[config.mk]
export PLATFORM = sky130hd
export DESIGN_NAME = sysctl_regs
export DESIGN_NICKNAME = d
export VERILOG_FILES = /design/src/core/sysctl_pkg.sv /design/src/core/sysctl_regs.sv
export SDC_FILE = /design/constraint.sdc
export NUM_CORES = 1
export LEC_CHECK = 0
export BUFFER_PORTS_ARGS = -buffer_cell sky130_fd_sc_hd__clkbuf_2
export CAP_MARGIN = 20
export CORE_ASPECT_RATIO = 1.1
export CORE_MARGIN = 2
export CORE_UTILIZATION = 49
export DETAILED_ROUTE_END_ITERATION = 12
export HOLD_SLACK_MARGIN = 0.05
export PLACE_DENSITY = 0.77
export SYNTH_ARGS = -nofsm -noshare
export SYNTH_HDL_FRONTEND = slang
export SYNTH_SLANG_ARGS = --single-unit
[constraint.sdc]
create_clock -name clk -period 13.7 [get_ports clk]
set_input_delay 2.055 -clock clk [delete_from_list [all_inputs] [get_ports clk]]
set_output_delay 2.055 -clock clk [all_outputs]
set_load 0.01 [all_outputs]
[src/core/sysctl_pkg.sv]
/*
 * Package for the system-control register bank: offsets, reset values,
 * identification field positions, interrupt bit layout and the request carrier.
 * Assumes a 32-bit byte-addressed register port on a single clock.
 */
package sysctl_pkg;

	// ==========================================================
	// Bank placement and register offsets (byte addresses)
	// ==========================================================
	localparam logic [31:0] BANK_BASE         = 32'h400FE000;
	localparam int          OFF_W             = 12;
	localparam logic [11:0] OFF_IDENTITY_0    = 12'h000;
	localparam logic [11:0] OFF_IDENTITY_1    = 12'h004;
	localparam logic [11:0] OFF_CAPABILITY_0  = 12'h008;
	localparam logic [11:0] OFF_CAPABILITY_1  = 12'h010;
	localparam logic [11:0] OFF_CAPABILITY_2  = 12'h014;
	localparam logic [11:0] OFF_CAPABILITY_3  = 12'h018;
	localparam logic [11:0] OFF_CAPABILITY_4  = 12'h01C;
	localparam logic [11:0] OFF_POR_BROWNOUT  = 12'h030;
	localparam logic [11:0] OFF_REG_POWER     = 12'h034;
	localparam logic [11:0] OFF_SOFT_RESET_0  = 12'h040;
	localparam logic [11:0] OFF_SOFT_RESET_1  = 12'h044;
	localparam logic [11:0] OFF_SOFT_RESET_2  = 12'h048;
	localparam logic [11:0] OFF_RAW_IRQ       = 12'h050;
	localparam logic [11:0] OFF_IRQ_MASK      = 12'h054;
	localparam logic [11:0] OFF_MASKED_IRQ    = 12'h058;
	localparam logic [11:0] OFF_RESET_CAUSE   = 12'h05C;
	localparam logic [11:0] OFF_RUN_CLOCK     = 12'h060;
	localparam logic [11:0] OFF_PLL_XLATE     = 12'h064;
	localparam logic [11:0] OFF_RUN_GATE_0    = 12'h100;
	localparam logic [11:0] OFF_RUN_GATE_1    = 12'h104;
	localparam logic [11:0] OFF_RUN_GATE_2    = 12'h108;
	localparam logic [11:0] OFF_SLEEP_GATE_0  = 12'h110;
	localparam logic [11:0] OFF_SLEEP_GATE_1  = 12'h114;
	localparam logic [11:0] OFF_SLEEP_GATE_2  = 12'h118;
	localparam logic [11:0] OFF_DEEP_GATE_0   = 12'h120;
	localparam logic [11:0] OFF_DEEP_GATE_1   = 12'h124;
	localparam logic [11:0] OFF_DEEP_GATE_2   = 12'h128;
	localparam logic [11:0] OFF_DEEP_CLK_CFG  = 12'h144;
	localparam logic [11:0] OFF_CLOCK_CLEAR   = 12'h150;
	localparam logic [11:0] OFF_REG_RST_ALLOW = 12'h160;

	// ==========================================================
	// Fixed and reset values
	// ==========================================================
	localparam logic [31:0] CAPABILITY_0_VAL  = 32'h001F001F;
	localparam logic [31:0] CAPABILITY_1_VAL  = 32'h00000003;
	localparam logic [31:0] CAPABILITY_2_VAL  = 32'h01071013;
	localparam logic [31:0] CAPABILITY_3_VAL  = 32'h3F0F01FF;
	localparam logic [31:0] CAPABILITY_4_VAL  = 32'h0000001F;
	localparam logic [31:0] POR_BROWNOUT_RST  = 32'h00007FFD;
	localparam logic [31:0] SLEEP_GATE_0_RST  = 32'h00000001;
	localparam logic [31:0] RUN_CLOCK_RST     = 32'h078E3AC0;
	localparam logic [31:0] DEEP_CLK_CFG_RST  = 32'h07800000;
	localparam logic [31:0] ZERO_WORD         = 32'h00000000;

	// ==========================================================
	// Identification word 0 field positions
	// ==========================================================
	localparam int ID_LAYOUT_MSB = 30;
	localparam int ID_LAYOUT_LSB = 28;
	localparam int ID_MAJOR_MSB  = 15;
	localparam int ID_MAJOR_LSB  = 8;
	localparam int ID_MINOR_MSB  = 7;
	localparam int ID_MINOR_LSB  = 0;

	// ==========================================================
	// Interrupt bit layout (status, mask, masked status share it)
	// ==========================================================
	localparam int IRQ_BROWNOUT  = 1;
	localparam int IRQ_REG_FAULT = 5;
	localparam int IRQ_PLL_LOCK  = 6;
	localparam int IRQ_CLK_FAIL  = 7;
	localparam logic [31:0] IRQ_IMPL_MASK = 32'h000000E2;

	// Register port request carrier
	typedef struct packed {
		logic [11:0] addr;
		logic [31:0] wdata;
		logic        wr;
		logic        rd;
	} reg_req_t;

endpackage

[src/core/sysctl_regs.sv]
/*
 * System-control register bank: identification, capability, reset control,
 * interrupt status/mask/clear, clock configuration and gating registers.
 * Assumes a plain single-cycle register port on clk, read data one cycle
 * after the read strobe, and event pulses synchronous to clk.
 */
`timescale 1ns/10ps

module sysctl_regs
	import sysctl_pkg::*;
#(
	parameter logic [2:0]  ID_LAYOUT  = 3'h1,   // Arbitrary layout code
	parameter logic [7:0]  ID_MAJOR   = 8'h01,  // Arbitrary revision value
	parameter logic [7:0]  ID_MINOR   = 8'h02,  // Arbitrary revision value
	parameter logic [31:0] IDENTITY_1 = 32'h10AB00E5 // Arbitrary part identity
) (
	input  wire logic              clk,            // System clock, 25 MHz
	input  wire logic              sys_rst,        // Async reset, active high
	input  wire sysctl_pkg::reg_req_t req,         // Register request
	output logic [31:0]            rdata,          // Read data, cycle after strobe
	input  wire logic              brownout_evt,   // Brown-out event pulse
	input  wire logic              reg_fault_evt,  // Regulator fault event pulse
	input  wire logic              pll_lock_evt,   // PLL lock event pulse
	input  wire logic              clk_fail_evt,   // Clock-check failure pulse
	input  wire logic [5:0]        reset_cause_in, // Reset cause flags, pulses
	output logic                   irq,            // Level interrupt request
	output logic                   clk_fail_hold,  // Failure latched until cleared
	output logic [31:0]            soft_reset_0,   // Soft reset lines word 0
	output logic [31:0]            soft_reset_1,   // Soft reset lines word 1
	output logic [31:0]            soft_reset_2,   // Soft reset lines word 2
	output logic [31:0]            run_clock_cfg,  // Run clock configuration
	output logic [31:0]            run_gate_0,     // Run gating word 0
	output logic [31:0]            run_gate_1,     // Run gating word 1
	output logic [31:0]            run_gate_2,     // Run gating word 2
	output logic                   reg_rst_allow   // Unregulated reset permitted
);
	import sysctl_pkg::*;

	// ==========================================================
	// Storage
	// ==========================================================
	logic [31:0] por_brownout_ff;
	logic [31:0] reg_power_ff;
	logic [31:0] soft_rst_ff [3];
	logic [31:0] raw_irq_ff;
	logic [31:0] irq_mask_ff;
	logic [31:0] reset_cause_ff;
	logic [31:0] run_clock_ff;
	logic [31:0] run_gate_ff [3];
	logic [31:0] sleep_gate_ff [3];
	logic [31:0] deep_gate_ff [3];
	logic [31:0] deep_clk_ff;
	logic [31:0] clock_clear_ff;
	logic [31:0] reg_rst_allow_ff;
	logic        clk_fail_ff;
	logic [31:0] rdata_ff;
	logic [31:0] nxt_rdata;
	logic [31:0] masked_irq;
	logic [31:0] irq_events;
	logic [31:0] identity_0;
	logic [31:0] gate_mask [3];
	logic        wr_ok;
	logic [1:0]  gate_idx;

	// Full-word access only: an unaligned write must not alias a register
	assign wr_ok    = req.wr && (req.addr[1:0] == 2'h0);
	assign gate_idx = req.addr[3:2];

	// Capability words gate which clock bits can ever be set
	assign gate_mask[0] = CAPABILITY_1_VAL;
	assign gate_mask[1] = CAPABILITY_2_VAL;
	assign gate_mask[2] = CAPABILITY_4_VAL;

	// Reserved bits read as zero, a legal choice for indeterminate fields
	assign identity_0 = {1'h0, ID_LAYOUT, 12'h000, ID_MAJOR, ID_MINOR};

	// ==========================================================
	// Interrupt status
	// ==========================================================
	assign irq_events = (32'(brownout_evt) << IRQ_BROWNOUT)
		| (32'(reg_fault_evt) << IRQ_REG_FAULT)
		| (32'(pll_lock_evt) << IRQ_PLL_LOCK)
		| (32'(clk_fail_evt) << IRQ_CLK_FAIL);

	assign masked_irq = raw_irq_ff & irq_mask_ff;
	assign irq        = |masked_irq;

	// Sticky raw status; a new event beats a simultaneous clear
	always_ff @(posedge clk or posedge sys_rst) begin
		if (sys_rst) begin
			raw_irq_ff <= ZERO_WORD;
		end else begin
			if (wr_ok && req.addr == OFF_MASKED_IRQ) begin
				raw_irq_ff <= ((raw_irq_ff & ~req.wdata) | irq_events) & IRQ_IMPL_MASK;
			end else begin
				raw_irq_ff <= (raw_irq_ff | irq_events) & IRQ_IMPL_MASK;
			end
		end
	end

	// Mask register
	always_ff @(posedge clk or posedge sys_rst) begin
		if (sys_rst) begin
			irq_mask_ff <= ZERO_WORD;
		end else if (wr_ok && req.addr == OFF_IRQ_MASK) begin
			irq_mask_ff <= req.wdata & IRQ_IMPL_MASK;
		end
	end

	// ==========================================================
	// Clock-check failure hold
	// ==========================================================
	// Only a clear write or reset releases it; a fresh failure wins
	always_ff @(posedge clk or posedge sys_rst) begin
		if (sys_rst) begin
			clk_fail_ff <= 1'b0;
		end else if (clk_fail_evt) begin
			clk_fail_ff <= 1'b1;
		end else if (wr_ok && req.addr == OFF_CLOCK_CLEAR && req.wdata[0]) begin
			clk_fail_ff <= 1'b0;
		end
	end
	assign clk_fail_hold = clk_fail_ff;

	// ==========================================================
	// Control registers
	// ==========================================================
	always_ff @(posedge clk or posedge sys_rst) begin
		if (sys_rst) begin
			por_brownout_ff  <= POR_BROWNOUT_RST;
			reg_power_ff     <= ZERO_WORD;
			run_clock_ff     <= RUN_CLOCK_RST;
			deep_clk_ff      <= DEEP_CLK_CFG_RST;
			clock_clear_ff   <= ZERO_WORD;
			reg_rst_allow_ff <= ZERO_WORD;
		end else if (wr_ok) begin
			unique case (req.addr)
				OFF_POR_BROWNOUT:  por_brownout_ff  <= req.wdata;
				OFF_REG_POWER:     reg_power_ff     <= req.wdata;
				OFF_RUN_CLOCK:     run_clock_ff     <= req.wdata;
				OFF_DEEP_CLK_CFG:  deep_clk_ff      <= req.wdata;
				OFF_CLOCK_CLEAR:   clock_clear_ff   <= req.wdata;
				OFF_REG_RST_ALLOW: reg_rst_allow_ff <= req.wdata;
				default: ;
			endcase
		end
	end

	// Reset cause flags accumulate until software overwrites them
	always_ff @(posedge clk or posedge sys_rst) begin
		if (sys_rst) begin
			reset_cause_ff <= ZERO_WORD;
		end else if (wr_ok && req.addr == OFF_RESET_CAUSE) begin
			reset_cause_ff <= req.wdata | 32'(reset_cause_in);
		end else begin
			reset_cause_ff <= reset_cause_ff | 32'(reset_cause_in);
		end
	end

	// Soft reset registers
	always_ff @(posedge clk or posedge sys_rst) begin
		if (sys_rst) begin
			for (int i = 0; i < 3; i++) begin
				soft_rst_ff[i] <= ZERO_WORD;
			end
		end else if (wr_ok && req.addr[11:4] == OFF_SOFT_RESET_0[11:4] && gate_idx != 2'h3) begin
			soft_rst_ff[gate_idx] <= req.wdata;
		end
	end

	// Gating registers, writes filtered by capability masks
	always_ff @(posedge clk or posedge sys_rst) begin
		if (sys_rst) begin
			for (int i = 0; i < 3; i++) begin
				run_gate_ff[i]   <= ZERO_WORD;
				sleep_gate_ff[i] <= (i == 0) ? SLEEP_GATE_0_RST : ZERO_WORD;
				deep_gate_ff[i]  <= (i == 0) ? SLEEP_GATE_0_RST : ZERO_WORD;
			end
		end else if (wr_ok && gate_idx != 2'h3) begin
			if (req.addr[11:4] == OFF_RUN_GATE_0[11:4]) begin
				run_gate_ff[gate_idx] <= req.wdata & gate_mask[gate_idx];
			end
			if (req.addr[11:4] == OFF_SLEEP_GATE_0[11:4]) begin
				sleep_gate_ff[gate_idx] <= req.wdata & gate_mask[gate_idx];
			end
			if (req.addr[11:4] == OFF_DEEP_GATE_0[11:4]) begin
				deep_gate_ff[gate_idx] <= req.wdata & gate_mask[gate_idx];
			end
		end
	end

	// ==========================================================
	// Read path
	// ==========================================================
	// Read-only words have no write case above, so writes fall away
	always_comb begin
		nxt_rdata = ZERO_WORD;
		unique case (req.addr)
			OFF_IDENTITY_0:    nxt_rdata = identity_0;
			OFF_IDENTITY_1:    nxt_rdata = IDENTITY_1;
			OFF_CAPABILITY_0:  nxt_rdata = CAPABILITY_0_VAL;
			OFF_CAPABILITY_1:  nxt_rdata = CAPABILITY_1_VAL;
			OFF_CAPABILITY_2:  nxt_rdata = CAPABILITY_2_VAL;
			OFF_CAPABILITY_3:  nxt_rdata = CAPABILITY_3_VAL;
			OFF_CAPABILITY_4:  nxt_rdata = CAPABILITY_4_VAL;
			OFF_POR_BROWNOUT:  nxt_rdata = por_brownout_ff;
			OFF_REG_POWER:     nxt_rdata = reg_power_ff;
			OFF_SOFT_RESET_0:  nxt_rdata = soft_rst_ff[0];
			OFF_SOFT_RESET_1:  nxt_rdata = soft_rst_ff[1];
			OFF_SOFT_RESET_2:  nxt_rdata = soft_rst_ff[2];
			OFF_RAW_IRQ:       nxt_rdata = raw_irq_ff;
			OFF_IRQ_MASK:      nxt_rdata = irq_mask_ff;
			OFF_MASKED_IRQ:    nxt_rdata = masked_irq;
			OFF_RESET_CAUSE:   nxt_rdata = reset_cause_ff;
			OFF_RUN_CLOCK:     nxt_rdata = run_clock_ff;
			OFF_PLL_XLATE:     nxt_rdata = ZERO_WORD;
			OFF_RUN_GATE_0:    nxt_rdata = run_gate_ff[0];
			OFF_RUN_GATE_1:    nxt_rdata = run_gate_ff[1];
			OFF_RUN_GATE_2:    nxt_rdata = run_gate_ff[2];
			OFF_SLEEP_GATE_0:  nxt_rdata = sleep_gate_ff[0];
			OFF_SLEEP_GATE_1:  nxt_rdata = sleep_gate_ff[1];
			OFF_SLEEP_GATE_2:  nxt_rdata = sleep_gate_ff[2];
			OFF_DEEP_GATE_0:   nxt_rdata = deep_gate_ff[0];
			OFF_DEEP_GATE_1:   nxt_rdata = deep_gate_ff[1];
			OFF_DEEP_GATE_2:   nxt_rdata = deep_gate_ff[2];
			OFF_DEEP_CLK_CFG:  nxt_rdata = deep_clk_ff;
			OFF_CLOCK_CLEAR:   nxt_rdata = clock_clear_ff;
			OFF_REG_RST_ALLOW: nxt_rdata = reg_rst_allow_ff;
			default:           nxt_rdata = ZERO_WORD;
		endcase
	end

	// Data stands only in the cycle after the strobe
	always_ff @(posedge clk or posedge sys_rst) begin
		if (sys_rst) begin
			rdata_ff <= ZERO_WORD;
		end else if (req.rd) begin
			rdata_ff <= nxt_rdata;
		end else begin
			rdata_ff <= ZERO_WORD;
		end
	end

	assign rdata         = rdata_ff;
	assign soft_reset_0  = soft_rst_ff[0];
	assign soft_reset_1  = soft_rst_ff[1];
	assign soft_reset_2  = soft_rst_ff[2];
	assign run_clock_cfg = run_clock_ff;
	assign run_gate_0    = run_gate_ff[0];
	assign run_gate_1    = run_gate_ff[1];
	assign run_gate_2    = run_gate_ff[2];
	assign reg_rst_allow = reg_rst_allow_ff[0];

endmodule

After elaboration in Yosys (flattened, before gate mapping)

Index checks and enable logic that the tools add are counted.

Input port bits: 58
Word-level logic and storage cells: 108
Output and inout bits: 259
Register bits after elaboration: 653

Equality and inequality tests: 33
Bitwise logic cells: 12
Magnitude comparators: 2
Multiplexer cells: 15
Reduce and logical (&&, ||, !) cells: 23

Operators by type and width:

| operator              | number |
|---|---|
| $pmux W32 S29         | 1 |
| $bwmux W96            | 4 |
| $mux W32              | 5 |
| $eq A12 B9 Y1 const B | 12 |
| $eq A12 B7 Y1 const B | 8 |
| $bmux W32 S2          | 1 |
| $demux W32 S2         | 1 |
| $or A32 B6 Y32        | 2 |
| $eq A12 B5 Y1 const B | 4 |
| $and A32 B32 Y32      | 1 |
| $reduce_or A32 Y1     | 1 |
| $eq A12 B6 Y1 const B | 2 |
| $eq A8 B5 Y1 const B  | 3 |
| $reduce_and A2 Y1     | 9 |
| $and A8 B8 Y8         | 2 |
| $or A8 B8 Y8          | 2 |
| $eq A12 B3 Y1 const B | 1 |
| $eq A12 B4 Y1 const B | 1 |
| $logic_not A12 Y1     | 1 |
| $logic_and A1 B1 Y1   | 10 |
| $eq A8 B3 Y1 const B  | 1 |
| $mux W8               | 1 |
| $not A8 Y8            | 1 |
| $or A7 B8 Y8          | 1 |
| 9 further kinds       | 10 |

Depth between registers and ports, before layout

Gate-level depths: netlist of run 1.

Word-level depth: 6
Gate-level depth with buffers: 11
Depth with buffers taken out: 8

Worst setup path after synthesis of run 1

Ideal clock, no wire load.

Kind: input-to-reg
Start point: input req[36] (netlist name)
End point: register rdata_ff[8] (netlist: rdata[8])
Path buffers: 2
Path slack: 9.296 ns
Arrival time: 4.256 ns
Library setup time: 0.148 ns
Required time: 13.552 ns
Stages on the path: 10
Cell sequence: inv_1 ha_1 nor3b_1 and3_1 clkbuf_1 or4_1 or4_1 o21ai_2 buf_4 a41oi_1

Longest elaborated chain between the ends: 3
Elaborated cells between the ends (all ways): 31
Classes of those cells: eq/ne: 28; mux: 2; reduce/logical: 1

RTL lines:

| item                                  | RTL line           | text |
|---|---|---|
| from (decl)                           | sysctl_regs.sv:19  | `input wire sysctl_pkg::reg_req_t req,` |
| $eq A12 B9 Y1 (tied with other cells) | sysctl_regs.sv:198 | `unique case (req.addr)` |
| $pmux W32 S29 *                       | sysctl_regs.sv:198 |  |
| $mux W32 *                            | sysctl_regs.sv:237 | `end else if (req.rd) begin` |
| to (signal assigned)                  | sysctl_regs.sv:238 | `rdata_ff <= nxt_rdata;` |
| to (decl)                             | sysctl_regs.sv:56  | `logic [31:0] rdata_ff;` |

Every way passes the cells marked *; elsewhere a longest branch is shown, timed or not.
A chain may end at the register's enable or synchronous reset.

Worst setup path in the final report of run 1

Start point: input req[43] (netlist name)
End point: register run_clock_ff[20] (netlist: run_clock_cfg[20])

Longest elaborated chain between the ends: 2

RTL lines:

| item                               | RTL line           | text |
|---|---|---|
| $eq A12 B7 Y1                      | sysctl_regs.sv:137 | `unique case (req.addr)` |
| $reduce_and A2 Y1 (no source line) | --                 |  |
| to (signal assigned)               | sysctl_regs.sv:140 | `OFF_RUN_CLOCK: run_clock_ff <= req.wdata;` |
| to (decl)                          | sysctl_regs.sv:48  | `logic [31:0] run_clock_ff;` |

No other way between the ends.

==> metrics.md, run 1 <==
| Metric | Value |
|---|---|
| Run status | `finished, final reports clean` |
| Share of the clock period used by the worst path after layout | `38.20%` |
| Final core area utilization | `56.89%` |
| Overflow left after global routing | `0` |
| Syn Area/Cell | `12.74 um^2` |
| Routed vias/inst | `6.241` |
| Number of port buffers | `250` |
| Slew of the pin with the lowest slew margin | `1.206 ns` |
| Number of buffers and inverters on the critical path | `1` |
| Core footprint | `40080 um^2` |
| Number of enable flip-flop cells after synthesis | `0` |
| MaxCap Viol Count | `0` |
| Category of the worst setup path launch point | `input port` |
| Row count | `77` |
| Number of H-tree branching levels | `2` |
| Worst EP arrival | `5.69 ns` |
| Primary flip-flop cell chosen by synthesis mapping | `dfrtp_1` |
| Setup-failing EPs final | `0` |
| Combined area of all synthesized cells | `19860 um^2` |
| Master of the slowest instance on the critical path | `and3_2` |
| Fraction of registers with async set/reset | `100.0%` |
| Multi-input gate area in the final layout | `7807 um^2` |
| Type of the tightest min-delay check | `register to register` |
| Vias after detailed routing | `14330` |
| Post-layout instance area | `22800 um^2` |
| Number of inserted filler cells in the final layout | `3275` |
| Cell with the most instances after synthesis | `dfrtp_1` |
| Worst Path Class, Setup | `input port to register` |
| Routed wire length per instance | `25.99 um` |
| Total routing usage reported by global routing | `28.28%` |
| Iteration-0 DRC Markers | `1491` |
| Buffer count from post-CTS setup fixing | `0` |
| TritonCTS clock tree | `done` |
| Area contributors post-synth | `dfrtp_1, mux2_2, dfstp_2, a22oi_1, buf_4` |
| First-pass GRT wire length | `90180 um` |
| Most area-hungry cell type in the Yosys netlist | `dfrtp_1` |
| Placed instance area | `21260 um^2` |
| Overall die height | `215.1 um` |
| Sequential fraction of the synthesis area | `57.04%` |
| Final period demand of the worst path | `5.233 ns` |
| Area Growth Syn to Fin | `14.81%` |
| Clock latency on the worst-skew pair | `0.58 ns` |
| Worst vdd rail ir drop | `81.82 uV` |
| Boundary pin count | `317` |
| Clock-pin slew of the registers on the worst-case setup and hold paths | `0.06 ns` |
| Worst-case clock skew | `0.02062 ns` |
| LEAKAGE | `11.24 nW` |
| Num CTS Buffers | `44` |
| Worst rel slew slack | `19.17%` |
| Power density of the placed cells | `116.8 nW/um^2` |
| Post-CTS resize count | `0` |
| CP max FO | `34` |
| Largest net degree at the start of global routing | `200` |
| Unrepaired setup endpoints after global routing | `false` |
| Die Wd | `196.0 um` |
| Effective utilization at floorplan | `49.55%` |
| Largest buffer count on any clock path | `3` |
| Die Outline Area | `42160 um^2` |
| Final Worst Setup Slack | `8.467 ns` |
| Type of element capturing the critical path | `register` |
| Crit path required time | `14.15 ns` |
| Filler-free cell count of the finished design | `2296` |
| Commonest cells post-synth | `dfrtp_1, mux2_2, nand2_1` |
| Hold_buf cts | `0` |
| Iteration count of the initial detailed-routing pass | `8` |
| Number of global-route vias before repair | `14650` |
| Largest stage delay, worst path | `1.04 ns` |
| Synthesized flop and latch total | `451` |
| Count of unresolved DRC violations after routing | `0` |
| Initial antenna violation count | `3` |
| Syn. warnings | `0` |
| Number of clock sinks | `451` |
| Layout cell share with drive strength beyond 1 | `42.62%` |
| Net count, final | `1808` |
| # placed instances | `2210` |
| Routability congestion estimate | `0.9260` |
| Area taken by flip-flops and latches | `11330 um^2` |
| Aggregate routed wire length | `59670 um` |
| CP cell instances | `clkbuf_2, nor4_1, and3_2, nand2_2, mux2_2` |
| Setup tns final | `0 ns` |
| CTS Root Buffer Type | `clkbuf_16` |
| Number of distinct library cells after synthesis | `56` |
| Slew Limit Fails | `0` |
| Area share of the largest cell type after synthesis | `52.67%` |
| Cell family contributing the most delay on the critical path | `simple AND/OR/NAND/NOR gates` |
| Post-synthesis instance total | `1559` |
| HPWL after detailed placement | `38670 um` |
| Pre-CTS setup slack | `8.052 ns` |
| Upper clock frequency limit | `191.1 MHz` |
| DRT antenna net count | `0` |
| Total count of hold-check failures in the final report | `0` |
[tightest hold or removal path, cell delays in order, from the launching register on]
cell and delay [ns]:
dfrtp_1 0.34, nand2_1 0.05, o21ai_0 0.06
[state kept, by name (all words and copies together) (netlist names), 10 cells and up]
| register | cells |
|---|---|
| run_gate_1 | 10 |
| clock_clear_ff | 32 |
| run_gate_0 | 10 |
| reset_cause_ff | 32 |
| deep_gate_ff | 30 |
| run_gate_2 | 10 |
| soft_reset_0 | 32 |
| soft_reset_1 | 32 |
| reg_rst_allow_ff | 32 |
| soft_reset_2 | 32 |
| reg_power_ff | 32 |
| run_clock_cfg | 32 |
| deep_clk_ff | 32 |
| rdata | 32 |
| por_brownout_ff | 32 |
| sleep_gate_ff | 30 |
[power breakdown]
| group | total (mW) | internal, mW | switching (mW) |
|---|---|---|---|
| combinational | 0.0862 | 0.0154 | 0.0708 |
| sequential | 1.34 | 1.34 | 0.00206 |
| clock | 1.24 | 0.719 | 0.520 |
[cells by family (layout without fill, tap and decap cells)]
kind of cell    after synthesis  in the layout  synth area share (%)
other cells                   1             68               0.01888
simple gates                234            234                 6.149
compound gates              323            323                 11.93
fa+ha+maj                     5              5                0.3150
flops                       451            451                 57.04
mux                         338            338                 19.17
buf+inv                     207            364                 5.387
[metal layers]
metal / vias to the layer above / track usage, % / share of wire [%]
met2: 778 / 45.86 / 48
li1: 6054 / - / -
met5: - / 0 / 0.015
met1: 7345 / 37.06 / 39
met3: 150 / 5.195 / 8.2
met4: 2 / 13.13 / 4.3
[layout by cell type (no fill, tap or decap), types with 4 or more instances in the layout]
cell type / synthesis / layout
clkbuf_2: 0 / 250
a21oi_1: 21 / 21
ha_1: 5 / 5
a41oi_1: 13 / 13
and3_1: 9 / 7
nor3_2: 8 / 11
nor3_1: 12 / 6
dfrtp_1: 418 / 418
buf_4: 69 / 21
a22o_1: 5 / 5
a221oi_1: 21 / 21
nor4_1: 6 / 5
clkbuf_8: 0 / 14
clkinv_2: 0 / 9
nand2_2: 0 / 5
a22oi_1: 106 / 106
a211o_1: 6 / 6
a21o_1: 6 / 6
o21ai_0: 70 / 70
mux2_2: 338 / 338
nand2_1: 118 / 113
clkbuf_16: 0 / 45
nor2_1: 18 / 18
clkbuf_1: 67 / 7
nand3_1: 21 / 18
a31oi_1: 14 / 14
nor2b_1: 6 / 6
or3b_2: 4 / 4
or4_1: 5 / 5
a222oi_1: 46 / 46
inv_1: 7 / 6
and4_1: 4 / 4
conb_1: 1 / 66
dfstp_2: 33 / 33
[path summary, 6_finish.rpt]
kind / from / endpoint / slack [ns] / cells after the start
worst max-delay path: req[43] / run_clock_cfg[20]$_DFFE_PP0P_ / 8.47 / 5
worst min-delay path: deep_gate_ff[32]$_DFFE_PP0P_ / deep_gate_ff[32]$_DFFE_PP0P_ / 0.48 / 2
worst max register to register: soft_reset_1[16]$_DFFE_PP0P_ / rdata[16]$_DFF_PP0_ / 11.85 / 4
worst min register to register: deep_gate_ff[32]$_DFFE_PP0P_ / deep_gate_ff[32]$_DFFE_PP0P_ / 0.48 / 2
max in group asynchronous: sys_rst / clock_clear_ff[4]$_DFFE_PP0P_ / 10.36 / 5
min in group asynchronous: sys_rst / soft_reset_2[14]$_DFFE_PP0P_ / 1.57 / 3
[layout make-up]
| class | count | area share, % |
|---|---|---|
| Clock buffer | 66 | 5.899 |
| Multi-Input combinational cell | 966 | 34.24 |
| Sequential cell | 451 | 49.68 |
| Timing Repair Buffer | 275 | 6.563 |
| Inverter | 7 | 0.1317 |
| Tap cell | 513 | 2.815 |
| Antenna cell | 2 | 0.02195 |
| Clock inverter | 16 | 0.6475 |
[through the flow]
step	power (mW)	hold slack, ns
floorplan	1.429	0.4472
global placement	1.445	0.4595
detailed placement	1.447	0.4701
CTS	2.676	0.4830
global route	2.739	0.5099
finish	2.662	0.4842
No activity file was read; power rests on OpenSTA's default activity.
==> run 2: changes to the inputs <==
--- a/config.mk
+++ b/config.mk
@@ -12,7 +12,7 @@
 export CORE_UTILIZATION = 49
 export DETAILED_ROUTE_END_ITERATION = 12
 export HOLD_SLACK_MARGIN = 0.05
-export PLACE_DENSITY = 0.77
+export PLACE_DENSITY = 0.75
 export SYNTH_ARGS = -nofsm -noshare
 export SYNTH_HDL_FRONTEND = slang
 export SYNTH_SLANG_ARGS = --single-unit
==> constraint.sdc (replaced) <==
create_clock -name clk -period 5.1 [get_ports clk]
set_input_delay 0.765 -clock clk [delete_from_list [all_inputs] [get_ports clk]]
set_output_delay 0.765 -clock clk [all_outputs]
set_load 0.01 [all_outputs]
==> metrics.md, run 2 (synthesis gave the netlist of run 1 again) <==
| Metric | Value |
|---|---|
| Run status | `finished, final reports clean` |
| Area Growth Syn to Fin | `14.91% (about the same)` |
| Num CTS Buffers | `46 (+4.5%)` |
| Worst vdd rail ir drop | `280.1 uV (+240%)` |
| Row count | `77 (unchanged)` |
| Worst EP arrival | `4.00 ns (-1.69 ns)` |
| Total routing usage reported by global routing | `28.66% (+0.37 points)` |
| Upper clock frequency limit | `281.9 MHz` |
| Setup tns final | `0 ns (unchanged)` |
| Aggregate routed wire length | `60660 um (+1.7%)` |
| Number of global-route vias before repair | `14590 (-0.41%)` |
| Overall die height | `215.1 um (unchanged)` |
| Number of H-tree branching levels | `2 (unchanged)` |
| Reg2Reg Depth | `4 (unchanged)` |
| Clock latency on the worst-skew pair | `0.59 ns (about the same)` |
| Hold_buf cts | `0 (unchanged)` |
| Slew of the pin with the lowest slew margin | `1.135 ns (-0.07132 ns)` |
| Multi-input gate area in the final layout | `7799 um^2 (-0.11%)` |
| Most common cell after layout, fill and taps aside | `dfrtp_1` |
| First-pass GRT wire length | `91220 um (+1.2%)` |
| TritonCTS clock tree | `done` |
| Routability congestion estimate | `0.9270 (+0.11%)` |
| Worst Path Class, Setup | `input port to register` |
| Iteration-0 DRC Markers | `1437 (-3.6%)` |
| Internal reg-to-reg setup slack | `3.50 ns (-8.35 ns)` |
| Category of the worst setup path launch point | `input port` |
| Type of element capturing the critical path | `register` |
| Largest net degree at the start of global routing | `156 (-22%)` |
| Worst-case clock skew | `0.01857 ns (-0.002049 ns)` |
| Type of the tightest min-delay check | `input port to asynchronous set/reset pin` |
| Cell family contributing the most delay on the critical path | `simple AND/OR/NAND/NOR gates` |
| CP cell instances | `clkbuf_2, inv_1, ha_1, or3b_2, nor4_4, nand2_2, buf_4, mux2_2` |
| Final period demand of the worst path | `3.547 ns` |
| MaxCap Viol Count | `0 (unchanged)` |
| Reg2Reg Capture Point | `rdata[5]$_DFF_PP0_` |
| Routed vias/inst | `6.277 (+0.57%)` |
| Overflow left after global routing | `0 (unchanged)` |
| Boundary pin count | `317 (unchanged)` |
| Die Wd | `196.0 um (unchanged)` |
| Worst r2r src | `soft_reset_1[5]$_DFFE_PP0P_` |
| Number of buffers and inverters on the critical path | `3 (+2)` |
| DRT antenna net count | `0 (unchanged)` |
| Initial antenna violation count | `3 (unchanged)` |
| Net count, final | `1823 (+0.83%)` |
| Slew Limit Fails | `0 (unchanged)` |
| Most frequent cells in the layout | `dfrtp_1, mux2_2, clkbuf_2` |
| Core footprint | `40080 um^2 (unchanged)` |
| LEAKAGE | `11.26 nW (+0.21%)` |
| Count of unresolved DRC violations after routing | `0 (unchanged)` |
| Clock-pin slew of the registers on the worst-case setup and hold paths | `0.06 ns (about the same)` |
| Buffer count from post-CTS setup fixing | `0 (unchanged)` |
| Share of the clock period used by the worst path after layout | `69.55%` |
| Pre-CTS setup slack | `1.008 ns (-7.044 ns)` |
| Vias after detailed routing | `14510 (+1.2%)` |
| Number of inserted filler cells in the final layout | `3294 (+0.58%)` |
| Effective utilization at floorplan | `49.55% (unchanged)` |
| Final Worst Setup Slack | `1.553 ns (-6.914 ns)` |
| Layout cell share with drive strength beyond 1 | `42.52% (-0.10 points)` |
| Total count of hold-check failures in the final report | `0 (unchanged)` |
| Die Outline Area | `42160 um^2 (unchanged)` |
| Post-CTS resize count | `0 (unchanged)` |
| Largest stage delay, worst path | `0.81 ns (-0.23 ns)` |
| Routed wire length per instance | `26.25 um (+1.0%)` |
| CP max FO | `18 (-47%)` |
| Iteration count of the initial detailed-routing pass | `8 (unchanged)` |
| Master of the slowest instance on the critical path | `nor4_4` |
| Number of clock sinks | `451 (unchanged)` |
| HPWL after detailed placement | `39610 um (+2.4%)` |
| Unrepaired setup endpoints after global routing | `false` |
| Setup-failing EPs final | `0 (unchanged)` |
| CTS Root Buffer Type | `clkbuf_16` |
| Number of port buffers | `250 (unchanged)` |
| Worst rel slew slack | `23.30% (+4.1 points)` |
| Crit path required time | `5.56 ns (-8.59 ns)` |
| Largest buffer count on any clock path | `3 (unchanged)` |
| Power density of the placed cells | `310.2 nW/um^2 (+170%)` |
| Area taken by flip-flops and latches | `11330 um^2 (unchanged)` |
==> run 2: cell count changes in the layout (fill, tap and decap cells not counted), sizes merged <==
cell	previous run	this run
buf	25	38
clkbuf	316	320
bufinv	2	1
clkinv	11	10
clkinvlp	2	3
diode	2	1
==> run 2: worst max path at each step <==
stage / start / end / depth (start not counted)
after floorplan: sys_rst / clk_fail_hold$_DFFE_PP0P_ / 1
after global placement: req[37] / reg_power_ff[28]$_DFFE_PP0P_ / 8
after detailed placement: req[37] / reg_power_ff[24]$_DFFE_PP0P_ / 8
after CTS: req[37] / reg_power_ff[22]$_DFFE_PP0P_ / 8
after global routing: req[37] / reg_power_ff[13]$_DFFE_PP0P_ / 8
final: req[37] / reg_power_ff[22]$_DFFE_PP0P_ / 8
==> run 2: cell type report <==
cell class	count	area share [%]
Clock inverter	15	0.5428
Sequential cell	451	49.64
Timing Repair Buffer	288	6.898
Inverter	7	0.1316
Antenna cell	1	0.01097
Clock buffer	70	5.790
Tap cell	513	2.813
Multi-Input combinational cell	966	34.18
==> run 2: per-layer routing <==
| layer | track usage (%) | part of all wire, % |
|---|---|---|
| met5 | 0 | 0.023 |
| met4 | 11.29 | 3.8 |
| met3 | 5.571 | 8.3 |
| met2 | 47.19 | 49 |
| met1 | 37.54 | 39 |
==> run 2: stage by stage <==
| step | std cells | utilization [%] | cell area, um^2 | hold slack [ns] | power (mW) |
|---|---|---|---|---|---|
| finish | 2311 | 56.94 | 22820 | 0.3203 | 7.079 |
| global route | 2311 | 56.94 | 22820 | 0.3724 | 7.297 |
| CTS | 2310 | 56.92 | 22810 | 0.3260 | 7.123 |
| detailed placement | 2225 | 53.31 | 21370 | 0.4711 | 3.888 |
| global placement | 2225 | 53.31 | 21370 | 0.4618 | 3.884 |
| floorplan | 1624 | - | 20110 | 0.4472 | 3.838 |
==> run 2: power breakdown <==
part           switching (mW)  total [mW]  internal [mW]
registers             0.00531        3.59           3.59
logic                   0.190       0.231         0.0410
clock network            1.41        3.26           1.84
total                    1.61        7.08           5.47
